==> src/wit_pkg.sv <==
// Purpose: shared constants and types for the supervision timer block
// Assumes: 200 MHz core clock, 32.768 kHz low-speed clock sampled as a level
// Notes: register indices are word indices; byte address is four times index
package wit_pkg;

  // ---------------------------------------------------------------
  // clocks and timing
  // ---------------------------------------------------------------
  localparam int unsigned CORE_CLK_HZ = 200_000_000;
  localparam int unsigned LS_CLK_HZ = 32_768;
  // clear key window, in tenths of a low-speed period (0.5 period)
  localparam int unsigned KEY_WIN_TENTHS = 5;
  // longest time, rounded down to whole core cycles
  localparam int unsigned KEY_WIN_CYC = (CORE_CLK_HZ / 10 * KEY_WIN_TENTHS) / LS_CLK_HZ;
  localparam int unsigned KEY_WIN_W = 12;
  // system reset stretch after a watchdog expiry, core cycles
  localparam logic [4:0] WDOG_RST_CYC = 5'h10;

  // ---------------------------------------------------------------
  // register map
  // ---------------------------------------------------------------
  localparam logic [9:0] CTRL_IDX = 10'h0C9;
  localparam logic [9:0] STAT_IDX = 10'h0CA;
  localparam logic [11:0] CTRL_ADDR = {CTRL_IDX, 2'b00};
  localparam logic [11:0] STAT_ADDR = {STAT_IDX, 2'b00};
  localparam logic [7:0] CTRL_RST = 8'h00;

  // control field positions
  localparam int unsigned CTL_INT_LSB = 0;
  localparam int unsigned CTL_MODE_BIT = 2;
  localparam int unsigned CTL_EN_BIT = 3;
  localparam int unsigned CTL_KEY_LSB = 4;
  // status field positions
  localparam int unsigned STAT_CAUSE_LSB = 0;
  localparam int unsigned STAT_RUN_BIT = 2;

  // ---------------------------------------------------------------
  // encodings
  // ---------------------------------------------------------------
  localparam logic MODE_WDOG = 1'b0;
  localparam logic MODE_TIMER = 1'b1;
  localparam logic [3:0] KEY_FIRST = 4'hA;
  localparam logic [3:0] KEY_SECOND = 4'h5;
  localparam logic [1:0] CAUSE_POR = 2'b00;
  localparam logic [1:0] CAUSE_EXT = 2'b01;
  localparam logic [1:0] CAUSE_WDOG = 2'b10;

  // terminal counts minus one, per interval code
  localparam int unsigned CNT_W = 15;
  localparam logic [14:0] LIM_32768 = 15'h7FFF;
  localparam logic [14:0] LIM_8192 = 15'h1FFF;
  localparam logic [14:0] LIM_512 = 15'h01FF;
  localparam logic [14:0] LIM_64 = 15'h003F;

  // control register layout, msb first
  typedef struct packed {
    logic [3:0] key;
    logic en;
    logic mode;
    logic [1:0] intv;
  } wit_ctl_t;

endpackage

==> src/watchdog_interval_timer.sv <==
// Purpose: supervision timer with watchdog and interval timer modes
// Assumes: APB slave, 32-bit data, low-speed clock arrives as a level on LS_CLK
// Notes: counter is not readable; reset cause survives the core reset
//
// How it works
// - 15-bit up-counter advanced by low-speed clock ticks, never readable.
// - after reset timer disabled, watchdog mode, all control fields zero.
// - control bit 2 selects watchdog (0) or timer (1) mode.
// - writing 1 to bit 3 enables and starts counting on ticks.
// - running watchdog ignores a write of 0 to enable.
// - running watchdog ignores writes to mode select.
// - interval code 00/01/10/11 gives 32768/8192/512/64 tick periods.
// - watchdog mode at terminal count asserts a system reset.
// - key 0xA then 0x5 within half a tick period clears counter.
// - sequence started before terminal count clears counter on completion.
// - clear field writes ignored while disabled.
// - clear field always reads back as zero.
// - interval stays writable in running watchdog, applies at once.
// - watchdog mode never raises the interrupt request.
// - timer mode at terminal count raises an interrupt request.
// - timer mode never asserts a system reset.
// - timer mode, writing 1 to clear bit 0 zeroes counter.
// - timer mode, enable 0 stops; enable 1 restarts from zero.
// - supply detectors hold chip in reset until supply is good.
// - cause of the latest reset is readable and updated each reset.
// - cause code 00 power-on, 01 external, 10 watchdog.
//
// Register access over APB was left to the implementer.
`timescale 1ns/1ps
module watchdog_interval_timer import wit_pkg::*; (
  input wire logic CORE_CLK,
  input wire logic RST_B,
  input wire logic LS_CLK,
  input wire logic POWER_ON_OK_N,
  input wire logic SUPPLY_DIP_RESET_N,
  input wire logic EXT_RESET_N,
  input wire logic PSEL,
  input wire logic PENABLE,
  input wire logic PWRITE,
  input wire logic [11:0] PADDR,
  input wire logic [31:0] PWDATA,
  input wire logic [3:0] PSTRB,
  output logic [31:0] PRDATA,
  output logic PREADY,
  output logic PSLVERR,
  output logic TIMER_IRQ,
  output logic SYS_RESET_N
);

  // ---------------------------------------------------------------
  // state
  // ---------------------------------------------------------------
  typedef struct packed {
    wit_ctl_t ctl;
    logic [CNT_W-1:0] cnt;
    logic armed;
    logic [KEY_WIN_W-1:0] win;
    logic ls_prev;
    logic pready;
    logic pslverr;
    logic [31:0] prdata;
    logic irq;
    logic fire;
  } wit_core_st_t;

  wit_core_st_t st_r;
  wit_core_st_t st_nxt;
  logic ls_lvl;
  logic ls_tick;
  logic [CNT_W-1:0] lim;
  logic [1:0] cause;
  logic acc;
  logic hit_ctl;
  logic hit_stat;
  logic locked;
  wit_ctl_t wd;

  // ---------------------------------------------------------------
  // low-speed clock crossing
  // ---------------------------------------------------------------
  // slow clock only ever seen as a synchronised level
  wit_sync #(.W(1)) u_ls_sync (
    .clk(CORE_CLK),
    .rst_b(RST_B),
    .din(LS_CLK),
    .dout(ls_lvl)
  );

  // one core cycle per rising slow edge
  assign ls_tick = ls_lvl & ~st_r.ls_prev;

  // ---------------------------------------------------------------
  // reset generation and cause
  // ---------------------------------------------------------------
  wit_rstgen u_rstgen (
    .clk(CORE_CLK),
    .power_on_ok_n(POWER_ON_OK_N),
    .supply_dip_reset_n(SUPPLY_DIP_RESET_N),
    .ext_reset_n(EXT_RESET_N),
    .wdog_fire(st_r.fire),
    .sys_reset_n(SYS_RESET_N),
    .cause(cause)
  );

  // ---------------------------------------------------------------
  // decode helpers
  // ---------------------------------------------------------------
  // terminal count per interval code
  always_comb begin
    case (st_r.ctl.intv)
      2'b00: lim = LIM_32768;
      2'b01: lim = LIM_8192;
      2'b10: lim = LIM_512;
      2'b11: lim = LIM_64;
      default: lim = LIM_32768;
    endcase
  end

  // bus decode
  assign acc = PSEL & PENABLE;
  assign hit_ctl = (PADDR == CTRL_ADDR);
  assign hit_stat = (PADDR == STAT_ADDR);
  assign wd = PWDATA[7:0];
  // running watchdog freezes enable and mode
  assign locked = st_r.ctl.en & (st_r.ctl.mode == MODE_WDOG);

  // ---------------------------------------------------------------
  // next state
  // ---------------------------------------------------------------
  always_comb begin
    st_nxt = st_r;
    st_nxt.pready = 1'b0;
    st_nxt.pslverr = 1'b0;
    st_nxt.irq = 1'b0;
    st_nxt.fire = 1'b0;
    st_nxt.ls_prev = ls_lvl;

    // key window runs down in core cycles
    if (st_r.win != '0) begin
      st_nxt.win = st_r.win - KEY_WIN_W'(1);
    end else begin
      st_nxt.armed = 1'b0;
    end

    // counter advance and terminal event
    if (st_r.ctl.en && ls_tick) begin
      if (st_r.cnt == lim) begin
        st_nxt.cnt = '0;
        if (st_r.ctl.mode == MODE_WDOG) begin
          st_nxt.fire = 1'b1;
        end else begin
          st_nxt.irq = 1'b1;
        end
      end else begin
        st_nxt.cnt = st_r.cnt + CNT_W'(1);
      end
    end

    // first access cycle: answer next cycle
    if (acc && !st_r.pready) begin
      st_nxt.pready = 1'b1;
      st_nxt.prdata = '0;
      if (hit_ctl) begin
        // clear field and counter never read back
        st_nxt.prdata[CTL_EN_BIT] = st_r.ctl.en;
        st_nxt.prdata[CTL_MODE_BIT] = st_r.ctl.mode;
        st_nxt.prdata[CTL_INT_LSB +: 2] = st_r.ctl.intv;
      end else if (hit_stat) begin
        st_nxt.prdata[STAT_CAUSE_LSB +: 2] = cause;
        st_nxt.prdata[STAT_RUN_BIT] = st_r.ctl.en;
      end else begin
        st_nxt.pslverr = 1'b1;
      end
    end

    // write takes effect at the edge that sees pready high
    if (acc && st_r.pready && PWRITE && hit_ctl && PSTRB[0]) begin
      st_nxt.ctl.intv = wd.intv;
      if (!locked) begin
        st_nxt.ctl.mode = wd.mode;
        st_nxt.ctl.en = wd.en;
        if (wd.en && !st_r.ctl.en) begin
          st_nxt.cnt = '0;
        end
      end
      // clear field, only while enabled
      if (st_r.ctl.en) begin
        if (st_r.ctl.mode == MODE_TIMER) begin
          if (wd.key[0]) begin
            st_nxt.cnt = '0;
          end
        end else if (wd.key == KEY_SECOND && st_r.armed) begin
          st_nxt.cnt = '0;
          st_nxt.armed = 1'b0;
        end else if (wd.key == KEY_FIRST) begin
          st_nxt.armed = 1'b1;
          st_nxt.win = KEY_WIN_W'(KEY_WIN_CYC);
        end else begin
          st_nxt.armed = 1'b0;
        end
      end
    end
  end

  // ---------------------------------------------------------------
  // registers
  // ---------------------------------------------------------------
  // synchronous reset: disabled, watchdog mode, fields zero
  always_ff @(posedge CORE_CLK) begin
    if (!RST_B) begin
      st_r <= '0;
      st_r.ctl <= CTRL_RST;
    end else begin
      st_r <= st_nxt;
    end
  end

  // ---------------------------------------------------------------
  // outputs, all from flops
  // ---------------------------------------------------------------
  assign PRDATA = st_r.prdata;
  assign PREADY = st_r.pready;
  assign PSLVERR = st_r.pslverr;
  assign TIMER_IRQ = st_r.irq;

endmodule // watchdog_interval_timer

==> src/wit_rstgen.sv <==
// Purpose: system reset generation and reset cause record
// Assumes: power-on and supply dip indications are active low levels
// Notes: held in its own reset by the supply detectors, not by the core reset
`timescale 1ns/1ps
module wit_rstgen import wit_pkg::*; (
  input wire logic clk,
  input wire logic power_on_ok_n,
  input wire logic supply_dip_reset_n,
  input wire logic ext_reset_n,
  input wire logic wdog_fire,
  output logic sys_reset_n,
  output logic [1:0] cause
);

  typedef struct packed {
    logic [1:0] cause;
    logic [4:0] stretch;
    logic rst_n;
  } wit_rst_st_t;

  wit_rst_st_t rg_r;
  wit_rst_st_t rg_nxt;

  // pick the latest reset source and stretch watchdog resets
  always_comb begin
    rg_nxt = rg_r;
    if (!ext_reset_n) begin
      rg_nxt.cause = CAUSE_EXT;
      rg_nxt.stretch = '0;
      rg_nxt.rst_n = 1'b0;
    end else if (wdog_fire) begin
      rg_nxt.cause = CAUSE_WDOG;
      rg_nxt.stretch = WDOG_RST_CYC;
      rg_nxt.rst_n = 1'b0;
    end else if (rg_r.stretch != 5'h00) begin
      rg_nxt.stretch = rg_r.stretch - 5'h01;
      rg_nxt.rst_n = 1'b0;
    end else begin
      rg_nxt.rst_n = 1'b1;
    end
  end

  // supply detectors hold everything, cause forced to power-on
  always_ff @(posedge clk) begin
    if (!power_on_ok_n || !supply_dip_reset_n) begin
      rg_r <= {CAUSE_POR, 5'h00, 1'b0};
    end else begin
      rg_r <= rg_nxt;
    end
  end

  assign sys_reset_n = rg_r.rst_n;
  assign cause = rg_r.cause;

endmodule // wit_rstgen

==> src/wit_sync.sv <==
// Purpose: two-flop level synchroniser
// Assumes: input may change at any time relative to clk
// Notes: first stage feeds only the second stage
`timescale 1ns/1ps
module wit_sync import wit_pkg::*; #(
  parameter int unsigned W = 1
) (
  input wire logic clk,
  input wire logic rst_b,
  input wire logic [W-1:0] din,
  output logic [W-1:0] dout
);

  typedef struct packed {
    logic [W-1:0] s1;
    logic [W-1:0] s2;
  } wit_sync_st_t;

  wit_sync_st_t sync_r;
  wit_sync_st_t sync_nxt;

  // shift the level through two stages
  always_comb begin
    sync_nxt = sync_r;
    sync_nxt.s1 = din;
    sync_nxt.s2 = sync_r.s1;
  end

  // synchronous reset to zero
  always_ff @(posedge clk) begin
    if (!rst_b) begin
      sync_r <= '0;
    end else begin
      sync_r <= sync_nxt;
    end
  end

  assign dout = sync_r.s2;

endmodule // wit_sync

==> config.mk <==
export PLATFORM = sky130hd
export DESIGN_NAME = watchdog_interval_timer
export DESIGN_NICKNAME = d
export VERILOG_FILES = /design/src/wit_pkg.sv /design/src/watchdog_interval_timer.sv /design/src/wit_rstgen.sv /design/src/wit_sync.sv
export SDC_FILE = /design/constraint.sdc
export NUM_CORES = 1
export LEC_CHECK = 0
export BUFFER_PORTS_ARGS = -buffer_cell sky130_fd_sc_hd__buf_4
export CORE_MARGIN = 2
export CORE_UTILIZATION = 30
export CTS_CLUSTER_DIAMETER = 40
export DETAILED_ROUTE_END_ITERATION = 10
export PLACE_DENSITY = 0.62
export SETUP_SLACK_MARGIN = 0.3
export SYNTH_ARGS = -nofsm -noshare
export SYNTH_HDL_FRONTEND = slang
export SYNTH_SLANG_ARGS = --single-unit
==> constraint.sdc <==
create_clock -name CORE_CLK -period 1.9 [get_ports CORE_CLK]
set_input_delay 0.38 -clock CORE_CLK [delete_from_list [all_inputs] [get_ports CORE_CLK]]
set_output_delay 0.38 -clock CORE_CLK [all_outputs]
set_load 0.02 [all_outputs]
==> results of run 1 <==
==> area by class of cell <==
type / instances / area share
clock inverter: 2 / 0.01817
clock buffer: 6 / 0.02195
inverter: 8 / 0.009841
timing repair buffer: 56 / 0.1283
tap: 105 / 0.03974
multi-input combinational: 238 / 0.4705
sequential: 51 / 0.3115
==> layout by cell type, fill, tap and decap left out, drive strengths merged, types with 4 or more instances in the layout <==
cell type	count
clkbuf	6
nor2	38
and3	5
nor3	10
inv	7
conb	28
nand2b	4
nand2	26
dfxtp	51
nor4	4
and2	6
ha	4
a31oi	8
nand3	13
xnor2	7
buf	56
xor2	12
o21ai	9
a21oi	18
nand4	9
==> registers in the layout, indices dropped and copies added, names as in the netlist <==
name / flops
PRDATA: 4
PREADY: 1
PSLVERR: 1
TIMER_IRQ: 1
st_r: 34
u_ls_sync.dout: 1
u_ls_sync.sync_nxt: 1
u_rstgen.cause: 2
u_rstgen.rg_r: 5
u_rstgen.sys_reset_n: 1
==> kinds of logic (layout without fill, tap and decap cells) <==
group / count (synthesis) / in the layout / synth area share
AOI/OAI and AO/OA: 50 / 50 / 0.1187
xor gates and xnor gates: 19 / 19 / 0.06416
adders and majority gates: 4 / 4 / 0.01930
buffers and inverters: 46 / 72 / 0.1143
DFF: 51 / 51 / 0.3936
muxes: 3 / 3 / 0.01158
other: 1 / 28 / 0.001446
and+or+nand+nor: 133 / 134 / 0.2769
==> per-stage QoR <==
step	hold slack, ns	cells
floorplan	0.4119	334
global placement	0.4173	450
detailed placement	0.4364	450
CTS	0.2284	463
global route	0.2332	466
finish	0.2386	466
==> how the worst max path moves through the flow <==
stage          startpoint       end  slack, ns  cells after the start
5_1_grt          st_r[38]  st_r[45]       0.06                      6
6_report         st_r[38]  st_r[44]       0.16                      7
2_1_floorplan    st_r[40]  st_r[46]       0.23                      5
4_1_cts          st_r[40]  st_r[46]       0.16                      5
3_5_place_dp    PADDR[11]  st_r[56]       0.10                      6
3_3_place_gp     st_r[62]   st_r[0]       0.12                      5
==> power groups by stage <==
stage | Combinational, µW | Clock, µW | Sequential, µW
global route | 1330 | 951 | 1350
CTS | 1060 | 919 | 1310
finish | 1200 | 889 | 1330
global placement | 889 | 0 | 1320
detailed placement | 910 | 0 | 1330
floorplan | 762 | 0 | 1300
==> worst max-delay path, stage by stage (launching register included) <==
cell,delay (ns)
dfxtp_2,0.35
inv_2,0.06
ha_4,0.13
or4b_4,0.52
nand4b_4,0.26
nand2_1,0.14
o21a_1,0.11
a21oi_1,0.05
==> timing repair <==
| action | in CTS | in global routing |
|---|---|---|
| buffers inserted | 4 | 3 |
| resized for setup | 13 | 13 |
| gates cloned | 1 | 0 |
| pin swaps | 8 | 8 |
| endpoints found under the setup margin | 21 | 25 |
==> routing by layer <==
| layer | share of wire | global-route usage | up-vias |
|---|---|---|---|
| met2 | 0.50 | 0.2110 | 55 |
| met3 | 0.038 | 0.02312 | 7 |
| li1 | - | - | 1124 |
| met4 | 0.014 | 0.04225 | 0 |
| met1 | 0.45 | 0.1518 | 1049 |
| met5 | 0 | 0 | - |
==> reports/results.tsv, run 1 <==
metric	value	unit
status	finished, final reports clean	
Setup crit end kind	flip-flop	
CP Data Required Time	2.10	ns
Register Area	1030	µm²
Async SR Flop Fraction	0	
startpoint types	flip-flop	
CTS tree	yes	
post-synthesis register bit count	51	
final worst path period need	1.742	ns
Core Footprint	8299	µm²
post-route cell area	3306	µm²
First-pass DRT Iterations	4	
Post-DRT Antenna Nets	0	
Ports	93	
Synth Area per Inst	8.449	µm²
Slew Limit Fails	0	
PortBufs	37	
Worst-path clk slew	0.09	ns
count leader, synth	dfxtp_1	
final hold vios	0	
drt drc	0	
FMAX	0.5740	GHz
P&R area growth vs syn	27.45	%
initial antenna violation count	0	
Post-Place Worst Slack	0.1001	ns
Reg power frac	0.390	
R2R Path End	st_r[44]	
Rows	33	
layout cells sized above 1	0.2770	
WHS Endpoint	u_rstgen.cause[0]	
crit-path max FO	6	
setup repair after global routing missed its margin	true	
Root Driver	clkbuf_8	
wire per inst	12.11	µm
top post-synthesis cells by area	dfxtp_1 (39%), buf_4 (9.6%), nor2_1 (5.5%)	
max-cap check violation count	0	
final WL	5.643	mm
WHS Path Cells	2	
Least-Margin Pin Slew	0.5716	ns
die area	9405	µm²
setup_tns	0	ns
Starting Density	0.3125	
HP Start	EXT_RESET_N	
dpl cell area	2984	µm²
critical path class	reg -> reg	
leading area contributor after synthesis	dfxtp_1	
area occupied by multi-input gates	1555	µm²
register area share after synthesis	0.3936	
number of global-route vias before repair	2101	
Synth Warn #	0	
number of synthesized flops with an enable pin	0	
Lkg Pwr	0.001326	µW
total congestion overflow	0	
RR Startpoint	st_r[38]	
CTS Buf Count	5	
Die Y	96.98	µm
Clock power frac	0.260	
Mapped Cells	307	
Iteration-0 DRC Markers	70	
Antenna Cells	0	
global placer's final weighted congestion	0.8279	
Tcrit/Tclk final	0.9169	
post-synth top area share	0.3936	
H-tree depth	2	
final setup fails	0	
DP HPWL	3.975	mm
top post-synthesis cells by count	dfxtp_1 (51), nor2_1 (38), buf_4 (33)	
Worst-Skew Late Latency	0.31	ns
GRT Overall Usage	0.1221	
Hold WC Path Type	in -> reg	
Cell variety after synth	48	
fillers	848	
pwr/cell area	1034	nW/µm²
Clock Skew	0.008275	ns
largest net degree at the start of global routing	16	
Sw Pwr	1117	µW
ys flop type	dfxtp_1	
Int Power	2301	µW
final net count	421	
Die Wd	96.98	µm
Reg2Reg Depth	7	
first-pass GRT wire length	9.729	mm
Slew HR	0.6175	
CTS Sinks	51	
Worst VDD drop	0.3393	mV
worst reg2reg setup slack	0.16	ns
total power	3418	µW
CP arrival	1.94	ns
Hold Buf Count CTS	0	
Switching Share	0.3269	
Vias/cell	4.796	
fin util	0.3983	
Final WS setup	0.1580	ns
vias	2235	
Longest Clk Path Bufs	2	
combinational share of power	0.350	
Mapped Area	2594	µm²
(Power assumes the default switching activity.)
==> run 2, diff against run 1 <==
==> constraint.sdc (replaced) <==
create_clock -name CORE_CLK -period 1.9 [get_ports CORE_CLK]
set_input_delay 0.095 -clock CORE_CLK [delete_from_list [all_inputs] [get_ports CORE_CLK]]
set_output_delay 0.095 -clock CORE_CLK [all_outputs]
set_load 0.02 [all_outputs]
==> run 2 against run 1 <==
Utilization fell by 0.57 points. Worst hold slack got worse by 0.23 ns. Count of clock-buffer cells in the layout did not move. Cell area fell by 1.4%. Sequential power barely moved. Via count rose by 0.63%. Maximum frequency rose by 0.58%. Final cell count rose by 0.21%. Sequential share of layout area rose by 0.61 points.
==> reports/results.tsv, run 2 (synthesis gave the netlist of run 1 again) <==
metric	value	unit
Root Driver	clkbuf_8	
CP max-delay cell	or4b_4	
total congestion overflow	0	
Largest Register	st_r	
H-tree depth	2	
Crit. Startpoint	st_r[38]	
Hold WC Path Type	in -> reg	
P&R area growth vs syn	25.61	%
FMAX	0.5774	GHz
largest net degree at the start of global routing	17	
pwr/cell area	970.7	nW/µm²
Longest Clk Path Bufs	2	
die area	9405	µm²
Iteration-0 DRC Markers	126	
Die Wd	96.98	µm
Reg2Reg Depth	7	
CTS tree	yes	
first-pass GRT wire length	9.570	mm
final hold vios	0	
CP Data Required Time	2.12	ns
setup_tns	0	ns
critical path class	reg -> reg	
CP arrival	1.95	ns
fillers	815	
max incr delay on CP	0.53	ns
final setup fails	0	
global placer's final weighted congestion	0.8066	
CTS Buf Count	5	
Largest register FFs	34	
CTS Sinks	51	
Core Footprint	8299	µm²
final WL	5.578	mm
final worst path period need	1.732	ns
max-cap check violation count	0	
worst reg2reg setup slack	0.17	ns
instance count on the critical path	7	
Antenna Cells	0	
most frequent cells in the layout	buf_4 (55), dfxtp_1 (44), nor2_1 (36)	
GRT Overall Usage	0.1194	
layout cells sized above 1	0.2680	
WP buf/inv	1	
Slew Limit Fails	0	
total power	3163	µW
Vias/cell	4.816	
Tcrit/Tclk final	0.9116	
Lkg Pwr	0.001310	µW
RR Startpoint	st_r[38]	
Clock Skew	0.01472	ns
R2R Path End	st_r[44]	
Starting Density	0.3125	
Worst-path clk slew	0.10	ns
Rows	33	
PortBufs	37	
status	finished, final reports clean	
initial antenna violation count	0	
First-pass DRT Iterations	5	
Ports	93	
final net count	422	
drt drc	0	
Setup crit end kind	flip-flop	
Worst-Skew Late Latency	0.31	ns
cell chain of the critical path	inv_2 > ha_4 > or4b_4 > nand4b_4 > nand2_2 > o21a_1 > a21oi_2	
Post-DRT Antenna Nets	0	
crit-path max FO	6	
setup repair after global routing missed its margin	true	
wire per inst	11.94	µm
Worst Setup EP	st_r[44]	
dpl cell area	2934	µm²
DP HPWL	3.856	mm
startpoint types	flip-flop	
Worst VDD drop	0.3946	mV
vias	2249	
post-route cell area	3258	µm²
Top delay family on crit path	simple AND/OR/NAND/NOR gates	
Die Y	96.98	µm
number of global-route vias before repair	2090	
most common library cell in the layout ignoring fill and taps	buf_4	
## run 2: repair_timing
item / in CTS / in global routing
resized for setup: 19 / 9
pin swaps: 23 / 10
hold endpoints to repair: 2 / 0
endpoints found under the setup margin: 21 / 32
hold buffers: 2 / 0
buffers inserted: 7 / 3
gates cloned: 1 / 0
## run 2: worst min-delay path by stage
| stage | from | end | slack [ns] | depth (start not counted) |
|---|---|---|---|---|
| floorplan | EXT_RESET_N | u_rstgen.cause[0] | 0.18 | 1 |
| global placement | EXT_RESET_N | u_rstgen.cause[0] | 0.28 | 2 |
| detailed placement | EXT_RESET_N | u_rstgen.cause[0] | 0.28 | 2 |
| CTS | SUPPLY_DIP_RESET_N | u_rstgen.cause[0] | 0.003 | 3 |
| global route | SUPPLY_DIP_RESET_N | u_rstgen.cause[0] | 0.02 | 3 |
| finish | SUPPLY_DIP_RESET_N | u_rstgen.cause[0] | 0.01 | 3 |
## run 2: stage by stage
stage / hold slack, ns / std cells / utilization / setup WS (ns)
after detailed placement: 0.2790 / 446 / 0.3535 / 0.09993
after CTS: 0.003150 / 464 / 0.3858 / 0.1492
after global routing: 0.02166 / 467 / 0.3926 / 0.07796
final: 0.01183 / 467 / 0.3926 / 0.1680
after global placement: 0.2774 / 446 / 0.3535 / 0.1188
after floorplan: 0.1820 / 334 / - / 0.2285
## run 2: routing by layer
layer / routed length [µm] / global-route usage / vias up
met5: 0 / 0 / -
met4: 74 / 0.04009 / 0
met3: 266 / 0.02023 / 6
met2: 2655 / 0.2003 / 62
met1: 2581 / 0.1555 / 1062
li1: - / - / 1119
## run 2: cell type report
type | count | area [µm²] | share of cell area
clock buffers | 6 | 72.57 | 0.02227
clock inverters | 2 | 16.27 | 0.004992
inverters | 8 | 30.03 | 0.009217
multi-input cells | 238 | 1540 | 0.4727
flip-flops and latches | 51 | 1035 | 0.3176
well taps | 105 | 131.4 | 0.04032
repair buffers | 57 | 432.9 | 0.1329
## run 2: report_power, final
part,switching [µW],leakage [µW],internal [µW]
Sequential,153,0.000418,1180
Combinational,594,0.000850,596
Clock,376,0.0000418,265
Total,1120,0.00131,2040
## run 2: worst min-delay path, delay by kind of cell
| family | cells | cell delay, ns |
|---|---|---|
| and+or+nand+nor | 1 | 0.05 |
| AOI/OAI and AO/OA | 1 | 0.03 |
| buffers and inverters | 1 | 0.11 |
